<file path="src/common/cgms_map.svh">
// Purpose: offsets, field positions, reset values and timing counts
// Assumes: AXI4-Lite byte addresses, one register per aligned word
// Notes: none
`ifndef CGMS_MAP_SVH
`define CGMS_MAP_SVH
`define CGMS_OFF_CTRL1 8'h00
`define CGMS_OFF_CTRL2 8'h04
`define CGMS_OFF_TRIM 8'h08
`define CGMS_OFF_STAT 8'h0c
`define CGMS_OFF_CTRL3 8'h10
`define CGMS_RST_CTRL1 8'h04
`define CGMS_RST_CTRL2 8'h40
`define CGMS_RST_CTRL3 8'h01
`define CGMS_RST_TRIM 8'h80
`define CGMS_SRC_HI 7
`define CGMS_SRC_LO 6
`define CGMS_REFERENCE_DIVIDER_HI 5
`define CGMS_REFERENCE_DIVIDER_LO 3
`define CGMS_IREF_BIT 2
`define CGMS_BUS_DIVIDER_HI 7
`define CGMS_BUS_DIVIDER_LO 6
`define CGMS_RANGE_BIT 5
`define CGMS_HGO_BIT 4
`define CGMS_LP_BIT 3
`define CGMS_XTAL_BIT 2
`define CGMS_EREN_BIT 1
`define CGMS_IREN_BIT 0
`define CGMS_LSEL_BIT 6
`define CGMS_MUL_HI 3
`define CGMS_MUL_LO 0
`define CGMS_LOCK_BIT 6
`define CGMS_LST_BIT 5
`define CGMS_IRST_BIT 4
`define CGMS_CST_HI 3
`define CGMS_CST_LO 2
`define CGMS_OSCR_BIT 1
`define CGMS_FINE_TRIM_BIT_BIT 0
`define CGMS_CLK_NS 5
`define CGMS_OSC_START_NS 1000
`define CGMS_OSC_START_CYC \
  ((`CGMS_OSC_START_NS + `CGMS_CLK_NS - 1) / `CGMS_CLK_NS)
`define CGMS_LOCK_NS 2000
`define CGMS_LOCK_CYC ((`CGMS_LOCK_NS + `CGMS_CLK_NS - 1) / `CGMS_CLK_NS)
`define CGMS_FLL_MUL 1024
`endif

</file>
<file path="src/common/cgms_pkg.sv">
package cgms_pkg;
  typedef enum logic [2:0] {
    cgms_fei, cgms_fee, cgms_fbe, cgms_fbi, cgms_pee, cgms_pbe,
    cgms_low_power_internal_bypass, cgms_low_power_external_bypass
  } cgms_mode_type;
  typedef struct packed {
    logic [1:0] src;
    logic [2:0] reference_divider;
    logic iref;
  } cgms_ctrl1_type;
  typedef struct packed {
    logic [1:0] bus_divider;
    logic range;
    logic high_gain_select;
    logic lp;
    logic xtal;
    logic eren;
    logic iren;
  } cgms_ctrl2_type;
  typedef struct packed {
    logic [7:0] ref_div;
    logic [10:0] mult;
    logic [3:0] bus_div;
  } cgms_freq_type;
endpackage

</file>
<file path="src/rtl/cgms_timer.sv">
// Purpose: settle timer for oscillator start and loop lock
// Assumes: start restarts the count
// Notes: done is a level until the next start or clear
`timescale 1ns/1ps
`default_nettype none
module cgms_timer #(
  parameter int count = 16
) (
  // clock and reset
  input wire logic aclk,
  input wire logic aresetn,
  // control
  input wire logic run,
  input wire logic restart,
  // status
  output logic done
);
  logic [31:0] cnt;
  logic [31:0] next_cnt;
  logic next_done;
  always_comb begin
    next_cnt = cnt;
    next_done = done;
    if (!run || restart) begin
      next_cnt = 32'h0;
      next_done = 1'b0;
    end else if (!done) begin
      if (cnt >= 32'(count - 1)) begin
        next_done = 1'b1;
      end
      next_cnt = cnt + 32'h1;
    end
  end
  always_ff @(posedge aclk) begin
    if (!aresetn) begin
      cnt <= 32'h0;
      done <= 1'b0;
    end else begin
      cnt <= next_cnt;
      done <= next_done;
    end
  end
endmodule
`default_nettype wire

</file>
<file path="src/rtl/cgms_freq.sv">
// Purpose: decodes divider codes into frequency factors per mode
// Assumes: registered output, one cycle behind the mode
// Notes: multiplier 1024 for FLL, code times 4 for PLL
`timescale 1ns/1ps
`default_nettype none
`include "cgms_map.svh"
module cgms_freq import cgms_pkg::*; (
  // clock and reset
  input wire logic aclk,
  input wire logic aresetn,
  // settings
  input wire cgms_mode_type mode,
  input wire logic [2:0] reference_divider,
  input wire logic [1:0] bus_divider,
  input wire logic [3:0] mul,
  // factors
  output cgms_freq_type factors
);
  cgms_freq_type next_factors;
  always_comb begin
    next_factors.ref_div = 8'h01 << reference_divider;
    next_factors.bus_div = 4'h1 << bus_divider;
    case (mode)
      cgms_fei, cgms_fee: begin
        next_factors.mult = 11'(`CGMS_FLL_MUL);
      end
      cgms_pee: begin
        next_factors.mult = {5'h0, mul, 2'h0};
      end
      default: begin
        next_factors.mult = 11'h001;
      end
    endcase
    if (mode == cgms_fei || mode == cgms_fbi || mode == cgms_low_power_internal_bypass) begin
      next_factors.ref_div = 8'h01;
    end
  end
  always_ff @(posedge aclk) begin
    if (!aresetn) begin
      factors <= '0;
    end else begin
      factors <= next_factors;
    end
  end
endmodule
`default_nettype wire

</file>
<file path="src/rtl/cgms_core.sv">
// Purpose: mode sequencer and register file of the clock generator
// Assumes: AXI4-Lite slave, 8-bit registers in low byte of each word
// Notes: bus clock enable pulses every other output cycle
//
// The AXI4-Lite register port and the register offsets are this design's own decisions.
`timescale 1ns/1ps
`default_nettype none
`include "cgms_map.svh"
module cgms_core import cgms_pkg::*; #(
  parameter int osc_start_cyc = `CGMS_OSC_START_CYC,
  parameter int lock_cyc = `CGMS_LOCK_CYC
) (
  // clock and reset
  input wire logic aclk,
  input wire logic aresetn,
  // write address
  input wire logic [7:0] awaddr,
  input wire logic awvalid,
  output logic awready,
  // write data
  input wire logic [31:0] wdata,
  input wire logic [3:0] wstrb,
  input wire logic wvalid,
  output logic wready,
  // write response
  output logic [1:0] bresp,
  output logic bvalid,
  input wire logic bready,
  // read address
  input wire logic [7:0] araddr,
  input wire logic arvalid,
  output logic arready,
  // read data
  output logic [31:0] rdata,
  output logic [1:0] rresp,
  output logic rvalid,
  input wire logic rready,
  // external source
  input wire logic ext_present,
  // clock outputs
  output cgms_mode_type mode,
  output cgms_freq_type factors,
  output logic bus_clk_en
);
  cgms_ctrl1_type ctrl1, next_ctrl1;
  cgms_ctrl2_type ctrl2, next_ctrl2;
  logic loop_sel, next_loop_sel;
  logic [3:0] mul, next_mul;
  logic [7:0] trim, next_trim;
  logic fine_trim_bit, next_fine_trim_bit;
  logic [1:0] clock_source_status, next_clock_source_status;
  logic loop_select_status, next_loop_select_status;
  logic iref_status, next_iref_status;
  cgms_mode_type next_mode;
  logic aw_held, next_aw_held, w_held, next_w_held;
  logic [7:0] aw_addr, next_aw_addr;
  logic [31:0] w_data, next_w_data;
  logic [3:0] w_strb, next_w_strb;
  logic next_bvalid, next_rvalid;
  logic [1:0] next_bresp, next_rresp;
  logic [31:0] next_rdata;
  logic half, next_half;
  logic [1:0] ext_sync;
  logic osc_run, oscillator_ready, loop_locked, do_write;
  logic [7:0] wbyte, stat_byte;
  logic [1:0] want_src;

  // external presence passes two flops
  always_ff @(posedge aclk) begin
    if (!aresetn) begin
      ext_sync <= 2'b00;
    end else begin
      ext_sync <= {ext_sync[0], ext_present};
    end
  end

  assign osc_run = ctrl2.xtal && (ctrl2.eren || !ctrl1.iref);
  cgms_timer #(.count(osc_start_cyc)) u_osc (
    .aclk(aclk),
    .aresetn(aresetn),
    .run(osc_run && ext_sync[1]),
    .restart(1'b0),
    .done(oscillator_ready)
  );
  // lock restarts on a loop select or reference select status change, not on mul or divider writes; off in low power
  cgms_timer #(.count(lock_cyc)) u_lock (
    .aclk(aclk),
    .aresetn(aresetn),
    .run(!(mode == cgms_low_power_internal_bypass || mode == cgms_low_power_external_bypass)),
    .restart(next_iref_status != iref_status ||
             next_loop_select_status != loop_select_status),
    .done(loop_locked)
  );
  cgms_freq u_freq (
    .aclk(aclk),
    .aresetn(aresetn),
    .mode(mode),
    .reference_divider(ctrl1.reference_divider),
    .bus_divider(ctrl2.bus_divider),
    .mul(mul),
    .factors(factors)
  );

  assign awready = !aw_held;
  assign wready = !w_held;
  assign arready = !rvalid;
  assign do_write = aw_held && w_held && !bvalid;
  assign wbyte = w_data[7:0];
  assign stat_byte = {1'b0, loop_locked, loop_select_status, iref_status,
                      clock_source_status, oscillator_ready,
                      fine_trim_bit};

  // software-controlled registers and bus slave
  always_comb begin
    next_ctrl1 = ctrl1;
    next_ctrl2 = ctrl2;
    next_loop_sel = loop_sel;
    next_mul = mul;
    next_trim = trim;
    next_fine_trim_bit = fine_trim_bit;
    next_aw_held = aw_held;
    next_w_held = w_held;
    next_aw_addr = aw_addr;
    next_w_data = w_data;
    next_w_strb = w_strb;
    next_bvalid = bvalid;
    next_bresp = bresp;
    next_rvalid = rvalid;
    next_rresp = rresp;
    next_rdata = rdata;
    if (awvalid && awready) begin
      next_aw_held = 1'b1;
      next_aw_addr = awaddr;
    end
    if (wvalid && wready) begin
      next_w_held = 1'b1;
      next_w_data = wdata;
      next_w_strb = wstrb;
    end
    if (bvalid && bready) begin
      next_bvalid = 1'b0;
    end
    if (do_write) begin
      next_aw_held = 1'b0;
      next_w_held = 1'b0;
      next_bvalid = 1'b1;
      next_bresp = 2'b00;
      if (w_strb[0]) begin
        case ({aw_addr[7:2], 2'b00})
          `CGMS_OFF_CTRL1: begin
            next_ctrl1 = wbyte[7:2];
          end
          `CGMS_OFF_CTRL2: begin
            next_ctrl2 = wbyte;
          end
          `CGMS_OFF_CTRL3: begin
            next_loop_sel = wbyte[`CGMS_LSEL_BIT];
            next_mul = wbyte[`CGMS_MUL_HI:`CGMS_MUL_LO];
          end
          `CGMS_OFF_TRIM: begin
            next_trim = wbyte;
          end
          `CGMS_OFF_STAT: begin
            next_fine_trim_bit = wbyte[`CGMS_FINE_TRIM_BIT_BIT];
          end
          default: begin
            next_bresp = 2'b10;
          end
        endcase
      end else if (aw_addr > `CGMS_OFF_CTRL3) begin
        next_bresp = 2'b10;
      end
    end
    if (rvalid && rready) begin
      next_rvalid = 1'b0;
    end
    if (arvalid && arready) begin
      next_rvalid = 1'b1;
      next_rresp = 2'b00;
      case ({araddr[7:2], 2'b00})
        `CGMS_OFF_CTRL1: begin
          next_rdata = {24'h0, ctrl1, 2'b00};
        end
        `CGMS_OFF_CTRL2: begin
          next_rdata = {24'h0, ctrl2};
        end
        `CGMS_OFF_CTRL3: begin
          next_rdata = {25'h0, loop_sel, 2'b00, mul};
        end
        `CGMS_OFF_TRIM: begin
          next_rdata = {24'h0, trim};
        end
        `CGMS_OFF_STAT: begin
          next_rdata = {24'h0, stat_byte};
        end
        default: begin
          next_rdata = 32'h0;
          next_rresp = 2'b10;
        end
      endcase
    end
  end

  // status mirroring and mode tracking
  always_comb begin
    // reference status only follows to an available reference
    next_iref_status = (ctrl1.iref || ext_sync[1]) ?
                       ctrl1.iref : iref_status;
    next_loop_select_status = loop_sel;
    next_clock_source_status = clock_source_status;
    want_src = 2'b00;
    case (ctrl1.src)
      2'b00: begin
        // pll needs lock before handing over
        if (loop_sel) begin
          want_src = (loop_locked && !ctrl1.iref && ext_sync[1]) ?
                     2'b11 : clock_source_status;
        end else begin
          want_src = (ctrl1.iref || ext_sync[1]) ?
                     2'b00 : clock_source_status;
        end
      end
      2'b01: begin
        want_src = 2'b01;
      end
      2'b10: begin
        want_src = (ext_sync[1] && (!ctrl2.xtal || oscillator_ready)) ?
                   2'b10 : clock_source_status;
      end
      default: begin
        want_src = clock_source_status;
      end
    endcase
    next_clock_source_status = want_src;
    next_mode = mode;
    case (want_src)
      2'b00: begin
        next_mode = next_iref_status ? cgms_fei : cgms_fee;
      end
      2'b11: begin
        next_mode = cgms_pee;
      end
      2'b01: begin
        next_mode = ctrl2.lp ? cgms_low_power_internal_bypass : cgms_fbi;
      end
      default: begin
        if (ctrl2.lp) begin
          next_mode = cgms_low_power_external_bypass;
        end else begin
          next_mode = loop_sel ? cgms_pbe : cgms_fbe;
        end
      end
    endcase
    // from reset mode only the three neighbours are reached
    if (mode == cgms_fei &&
        !(next_mode inside {cgms_fei, cgms_fee, cgms_fbe, cgms_fbi})) begin
      next_mode = cgms_fei;
      next_clock_source_status = clock_source_status;
    end
    next_half = !half;
  end

  always_ff @(posedge aclk) begin
    if (!aresetn) begin
      ctrl1 <= cgms_ctrl1_type'(6'(`CGMS_RST_CTRL1 >> 2));
      ctrl2 <= `CGMS_RST_CTRL2;
      loop_sel <= 1'(`CGMS_RST_CTRL3 >> 6);
      mul <= 4'h1;
      trim <= `CGMS_RST_TRIM;
      fine_trim_bit <= 1'b0;
      clock_source_status <= 2'b00;
      loop_select_status <= 1'b0;
      iref_status <= 1'b1;
      mode <= cgms_fei;
      aw_held <= 1'b0;
      w_held <= 1'b0;
      aw_addr <= 8'h00;
      w_data <= 32'h0;
      w_strb <= 4'h0;
      bvalid <= 1'b0;
      bresp <= 2'b00;
      rvalid <= 1'b0;
      rresp <= 2'b00;
      rdata <= 32'h0;
      half <= 1'b0;
    end else begin
      ctrl1 <= next_ctrl1;
      ctrl2 <= next_ctrl2;
      loop_sel <= next_loop_sel;
      mul <= next_mul;
      trim <= next_trim;
      fine_trim_bit <= next_fine_trim_bit;
      clock_source_status <= next_clock_source_status;
      loop_select_status <= next_loop_select_status;
      iref_status <= next_iref_status;
      mode <= next_mode;
      aw_held <= next_aw_held;
      w_held <= next_w_held;
      aw_addr <= next_aw_addr;
      w_data <= next_w_data;
      w_strb <= next_w_strb;
      bvalid <= next_bvalid;
      bresp <= next_bresp;
      rvalid <= next_rvalid;
      rresp <= next_rresp;
      rdata <= next_rdata;
      half <= next_half;
    end
  end
  assign bus_clk_en = half;
endmodule
`default_nettype wire

</file>
<file path="config.mk">
export PLATFORM = sky130hd
export DESIGN_NAME = cgms_core
export DESIGN_NICKNAME = d
export VERILOG_FILES = /design/src/common/cgms_pkg.sv /design/src/rtl/cgms_timer.sv /design/src/rtl/cgms_freq.sv /design/src/rtl/cgms_core.sv
export VERILOG_INCLUDE_DIRS = /design/src /design/src/common
export SDC_FILE = /design/constraint.sdc
export NUM_CORES = 1
export LEC_CHECK = 0
export BUFFER_PORTS_ARGS = -buffer_cell sky130_fd_sc_hd__buf_2
export CAP_MARGIN = 30
export CORE_AREA = 2 2 96 144
export CTS_CLUSTER_DIAMETER = 100
export DETAILED_ROUTE_END_ITERATION = 6
export DIE_AREA = 0 0 98 146
export HOLD_SLACK_MARGIN = 0.1
export PLACE_DENSITY = 0.79
export SYNTH_ARGS = -nofsm -noshare
export SYNTH_HDL_FRONTEND = slang
export SYNTH_SLANG_ARGS = --single-unit
</file>
<file path="constraint.sdc">
create_clock -name aclk -period 3.41 [get_ports aclk]
set_input_delay 0.682 -clock aclk [delete_from_list [all_inputs] [get_ports aclk]]
set_output_delay 0.682 -clock aclk [all_outputs]
set_load 0.02 [all_outputs]
</file>
==> results of run 1 <==
==> cell type report <==
cell class | count | area, sq um | area share (%)
multi-input cells | 568 | 3570 | 45.4
flip-flops and latches | 153 | 3060 | 39.0
clock buffers | 19 | 443 | 5.63
repair buffers | 71 | 365 | 4.65
well taps | 159 | 199 | 2.53
clock inverters | 13 | 151 | 1.93
inverters | 18 | 67.6 | 0.859
==> power breakdown <==
group | switching [mW] | leakage [nW] | internal, mW
registers | 0.0238 | 1.24 | 1.82
clock network | 0.808 | 0.290 | 1.06
logic | 0.129 | 1.41 | 0.0679
==> through the flow <==
| stage | hold slack [ps] | setup slack (ps) | total power, mW | area [sq um] | std cells |
|---|---|---|---|---|---|
| after floorplan | 412 | 1380 | 2.05 | 7100 | 806 |
| after global placement | 399 | 1140 | 2.07 | 7270 | 969 |
| after detailed placement | 396 | 1100 | 2.08 | 7270 | 969 |
| after CTS | 414 | 1190 | 3.94 | 7860 | 1001 |
| after global routing | 441 | 1020 | 4.05 | 7860 | 1001 |
| final | 415 | 1190 | 3.91 | 7860 | 1001 |
==> routing by layer <==
layer	part of all wire, %	GRT usage [%]
met3	3.3	4.76
met2	52	36.6
met1	42	22.9
met5	0	0
met4	2.5	8.54
==> synth_stat cells, types with 10 or more instances <==
master / number
o21ai_0: 24
and2_1: 14
buf_4: 31
nand2b_1: 12
nand4_1: 14
nor2_1: 73
nand2_1: 68
nor2b_1: 38
inv_1: 18
a21oi_1: 20
or3_1: 16
xnor2_1: 36
dfxtp_1: 153
nand3_1: 34
a21boi_0: 16
mux2i_1: 47
nor4_1: 13
clkbuf_1: 26
xor2_1: 10
nor3_1: 23
==> cells by family (layout without fill, tap and decap cells) <==
logic type | Yosys count | after routing | share of synthesized area [%]
multiplexers | 49 | 49 | 7.38
AO/OA/AOI/OAI | 87 | 87 | 7.86
flip-flops | 153 | 153 | 43.9
buffers and inverters | 85 | 121 | 6.70
AND/OR/NAND/NOR | 353 | 353 | 28.0
adder cells (fa/ha/maj) | 2 | 2 | 0.358
XOR/XNOR | 46 | 46 | 5.77
other | 1 | 31 | 0.0537
==> worst max-delay path: stages, from the launching register on <==
cell and delay [ps]:
dfxtp_1 310, or3_4 410, nor4b_4 450, and3b_1 590, mux2i_1 280, nor2b_1 60
==> how the worst min path moves through the flow <==
stage,depth (start not counted),end,from
2_1_floorplan,1,ext_sync[1]$_SDFF_PN0_,ext_sync[0]$_SDFF_PN0_
3_3_place_gp,1,bus_clk_en$_SDFF_PN0_,bus_clk_en$_SDFF_PN0_
3_5_place_dp,1,bus_clk_en$_SDFF_PN0_,bus_clk_en$_SDFF_PN0_
4_1_cts,1,bus_clk_en$_SDFF_PN0_,bus_clk_en$_SDFF_PN0_
5_1_grt,1,bus_clk_en$_SDFF_PN0_,bus_clk_en$_SDFF_PN0_
6_report,1,bus_clk_en$_SDFF_PN0_,bus_clk_en$_SDFF_PN0_
==> sequential cells by signal, summed over array words and instances (netlist names), 6 cells and up <==
register,count
rdata,8
ctrl2,8
aw_addr,8
ctrl1,6
u_osc.cnt,32
w_data,8
trim,8
u_lock.cnt,32
u_freq.factors,18
==> results_dict.tcl, run 1 <==
set metrics [dict create \
    status "complete, no violations" \
    first_global_vias 5192 \
    area_growth_pct 12.6 \
    yosysSeqAreaShare_pct 43.9 \
    period_share_pct 65.0 \
    maxCapViolations 0 \
    rr_worst_depth 5 \
    timing.rr.end "ctrl2[7]$_SDFFE_PN0P_" \
    yosysTopAreaCell "dfxtp_1" \
    worst_ep_required_time_ps 3720 \
    start_kind "register" \
    numPortBuffers 67 \
    setup_viol 0 \
    tightest_slew_ps 895 \
    die_h_um 146 \
    wl_per_cell_um 14.3 \
    synth_area_per_cell_sq_um 9.00 \
    synth_warnings 0 \
    crit_end "ctrl2[7]$_SDFFE_PN0P_" \
    core_area_sq_mm 0.0130 \
    ys_ff_latch 153 \
    drt_iter0_markers 200 \
    crit_path_max_fanout 9 \
    pin_count 128 \
    cts_buffers 17 \
    vdd_drop_max_mv 0.369 \
    rsz0062_at_grt "no" \
    utilization_pct 60.7 \
    synth_top_area_share_pct 43.9 \
    grt-ovfl-total 0 \
    clk_pin_slew_ps 70 \
    end_kind "register" \
    hold_path.class "register to register" \
    synth-edff-count 0 \
    num_rows 51 \
    synth_cell_types 62 \
    start_util_pct 53.9 \
    ant_nets 0 \
    ctsHtreeMaxLevel 4 \
    final_cell_mix "dfxtp_1 (153), nor2_1 (73), nand2_1 (68)" \
    synth_ff_type "dfxtp_1" \
    cp.arrival_ps 2520 \
    vias_per_cell 5.42 \
    routed_wl_mm 14.3 \
    leakage_nw 2.94 \
    cts_resized 0 \
    skew_ps 12.3 \
    final_common_cell "dfxtp_1" \
    syn_inst 776 \
    clk_latency_ps 420 \
    cts-root-buf "clkbuf_16" \
    synth.area.top_cells "dfxtp_1 (44%), mux2i_1 (6.7%), xnor2_1 (4.5%)" \
    drt_pass1_iterations 4 \
    cts_hold_buf 0 \
    dr_total_vias 5430 \
    fillCellCount 1121 \
    gp_congestion 0.827 \
    fmax_ghz 0.451 \
    track_usage_pct 20.4 \
    grt_pass1_wl_mm 23.9 \
    nets 891 \
    diodes 0 \
    reg2reg_from "aw_addr[7]$_SDFFE_PN0P_" \
    grt_antenna_before_repair 0 \
    cts_tree "built" \
    final_hold_viol_count 0 \
    async_flop_share_pct 0 \
    drive_gt1_share_pct 15.3 \
    fp.dieArea_sq_mm 0.0143 \
    cts.path.max_buffers 2 \
    post-route-drc-count 0 \
    clock_sinks 153 \
    fin_crit_ps 2220 \
    dp_hpwl_mm 10.0 \
    grt_max_degree 44 \
    slew_headroom_pct 40.2 \
    synthesis.area_sq_mm 0.00698 \
    critPathKind "register to register" \
    cts_setup_buffers 0 \
    die-width_um 98 \
    reg2reg_slack_ps 1190 \
    critPathLaunch "aw_addr[7]$_SDFFE_PN0P_" \
    setup_tns_ps 0 \
    drv_slew 0 \
    power.density_mw_per_mm2 497 \
]
(Power assumes the default switching activity.)
==> run 2: changes to the inputs <==
clock period = 2.3 ns   (was 3.41 ns; I/O delays follow)
==> run 2 against run 1 <==
Effect of this change: setup slack worse by 780 ps; final cell count rose by 1.0%; clock power increased by 49%; global-route usage is 0.48 points lower; clock skew down 4.8 ps; register-to-register slack worse by 780 ps; sequential power is 48% higher; maximum frequency is 18% higher; critical path type unchanged; largest cell class unchanged; largest power group unchanged; highest routed layer unchanged.
==> results_dict.tcl, run 2 (synthesis results as in run 1) <==
set metrics [dict create \
    wl_per_cell_um 14.1 \
    clock_sinks 153 \
    num_rows 51 \
    cts_buffers 17 \
    setup_ws_ps 415 \
    drt_iter0_markers 180 \
    max_stage_delay_ps 570 \
    fin_crit_ps 1880 \
    dp_hpwl_mm 9.92 \
    swShare_pct 23.1 \
    cts_tree "built" \
    period_share_pct 82.0 \
    cts_resized 0 \
    utilization_pct 61.3 \
    final_common_cell "dfxtp_1" \
    grt_pass1_wl_mm 23.3 \
    final-instance-count-excl-fill 1011 \
    dr_total_vias 5382 \
    numPortBuffers 67 \
    drv_slew 0 \
    final_cell_mix "dfxtp_1 (153), nor2_1 (73), nand2_1 (68)" \
    place_ws_ps 280 \
    p_clk_share_pct 47.9 \
    gp_congestion 0.871 \
    first_global_vias 5074 \
    post-route-drc-count 0 \
    setup_tns_ps 0 \
    cp.arrival_ps 2180 \
    top_regs "u_lock.cnt x32, u_osc.cnt x32, u_freq.factors x18" \
    intPower_mw 4.47 \
    ant_nets 0 \
    leakage_nw 2.99 \
    critPathSlowestCell "and4b_1" \
    core_area_sq_mm 0.0130 \
    diodes 0 \
    critPathBufInv 0 \
    die_h_um 146 \
    setup_viol 0 \
    clk_pin_slew_ps 60 \
    grt_max_degree 81 \
    fmax_ghz 0.531 \
    critPathKind "register to register" \
    vdd_drop_max_mv 0.624 \
    fillCellCount 1111 \
    power.share.sequential_pct 47.0 \
    start_util_pct 53.9 \
    maxCapViolations 0 \
    place_area_sq_mm 0.00735 \
    fp.dieArea_sq_mm 0.0143 \
    rsz0062_at_grt "no" \
    cp_cell_sequence "nand3b_1, nor3_1, and4b_1, mux2i_1, nand2_1" \
    grt-ovfl-total 0 \
    p_switching_mw 1.34 \
    clk_latency_ps 410 \
    final_hold_viol_count 0 \
    crit_path_max_fanout 8 \
    power.total_mw 5.81 \
    cts_hold_buf 0 \
    track_usage_pct 20.0 \
    power.density_mw_per_mm2 732 \
    whs_ps 246 \
    skew_ps 7.50 \
    die-width_um 98 \
    cts.path.max_buffers 2 \
    finish.instance_area_sq_mm 0.00795 \
    cts_setup_buffers 0 \
    crit_family "simple AND/OR/NAND/NOR gates" \
    nets 901 \
    area_growth_pct 13.8 \
    status "complete, no violations" \
    slew_headroom_pct 48.0 \
    dp.cells 979 \
    drt_pass1_iterations 4 \
    routed_wl_mm 14.3 \
    p_comb_share_pct 5.2 \
    start_kind "register" \
    grt_antenna_before_repair 0 \
    worst_ep_required_time_ps 2600 \
    vias_per_cell 5.32 \
    drive_gt1_share_pct 16.3 \
    cts-root-buf "clkbuf_16" \
    end_kind "register" \
    pin_count 128 \
    ctsHtreeMaxLevel 4 \
    tightest_slew_ps 780 \
    hold_path.class "input port to register" \
]
run 2: cell count changes in the layout (fill, tap and decap cells not counted):
cell,previous run,this run
buf_4,4,13
inv_8,4,0
clkinv_2,0,3
buf_12,0,1
bufinv_16,1,2
clkbuf_8,1,2
clkinv_4,2,1
clkinv_8,1,0
inv_6,4,5
run 2: cell type report:
| type | instances | area [sq um] | share of cell area [%] |
|---|---|---|---|
| repair buffers | 81 | 453 | 5.70 |
| multi-input cells | 568 | 3570 | 45.0 |
| well taps | 159 | 199 | 2.50 |
| clock buffers | 20 | 457 | 5.75 |
| inverters | 18 | 67.6 | 0.850 |
| clock inverters | 12 | 135 | 1.70 |
| flip-flops and latches | 153 | 3060 | 38.5 |
run 2: per-layer routing:
layer,up-vias,track usage (%),part of all wire (%)
met5,-,0,0
met4,0,7.71,1.7
met3,19,3.94,3.1
met2,98,36.0,52
met1,2521,22.9,43
li1,2744,-,-
run 2: worst paths after layout:
kind	slack, ps	end	cells past startpoint	startpoint
min reg2reg	420	bus_clk_en$_SDFF_PN0_	1	bus_clk_en$_SDFF_PN0_
min	250	ext_sync[0]$_SDFF_PN0_	2	ext_present
max reg2reg	420	trim[7]$_SDFFE_PN1P_	5	aw_held$_SDFFE_PP0P_
max	420	trim[7]$_SDFFE_PN1P_	5	aw_held$_SDFFE_PP0P_
run 2: power groups by stage:
stage	sequential [mW]	clock (mW)	combinational [mW]
after global placement	2.79	0	0.297
after detailed placement	2.79	0	0.302
final	2.73	2.78	0.302
after CTS	2.73	2.83	0.304
after floorplan	2.80	0	0.235
after global routing	2.73	2.94	0.330
run 2: worst register-to-register path: stages, from the launching register on:
cell,delay [ps]
dfxtp_1,380
nand3b_1,250
nor3_1,230
and4b_1,570
mux2i_1,270
nand2_1,70
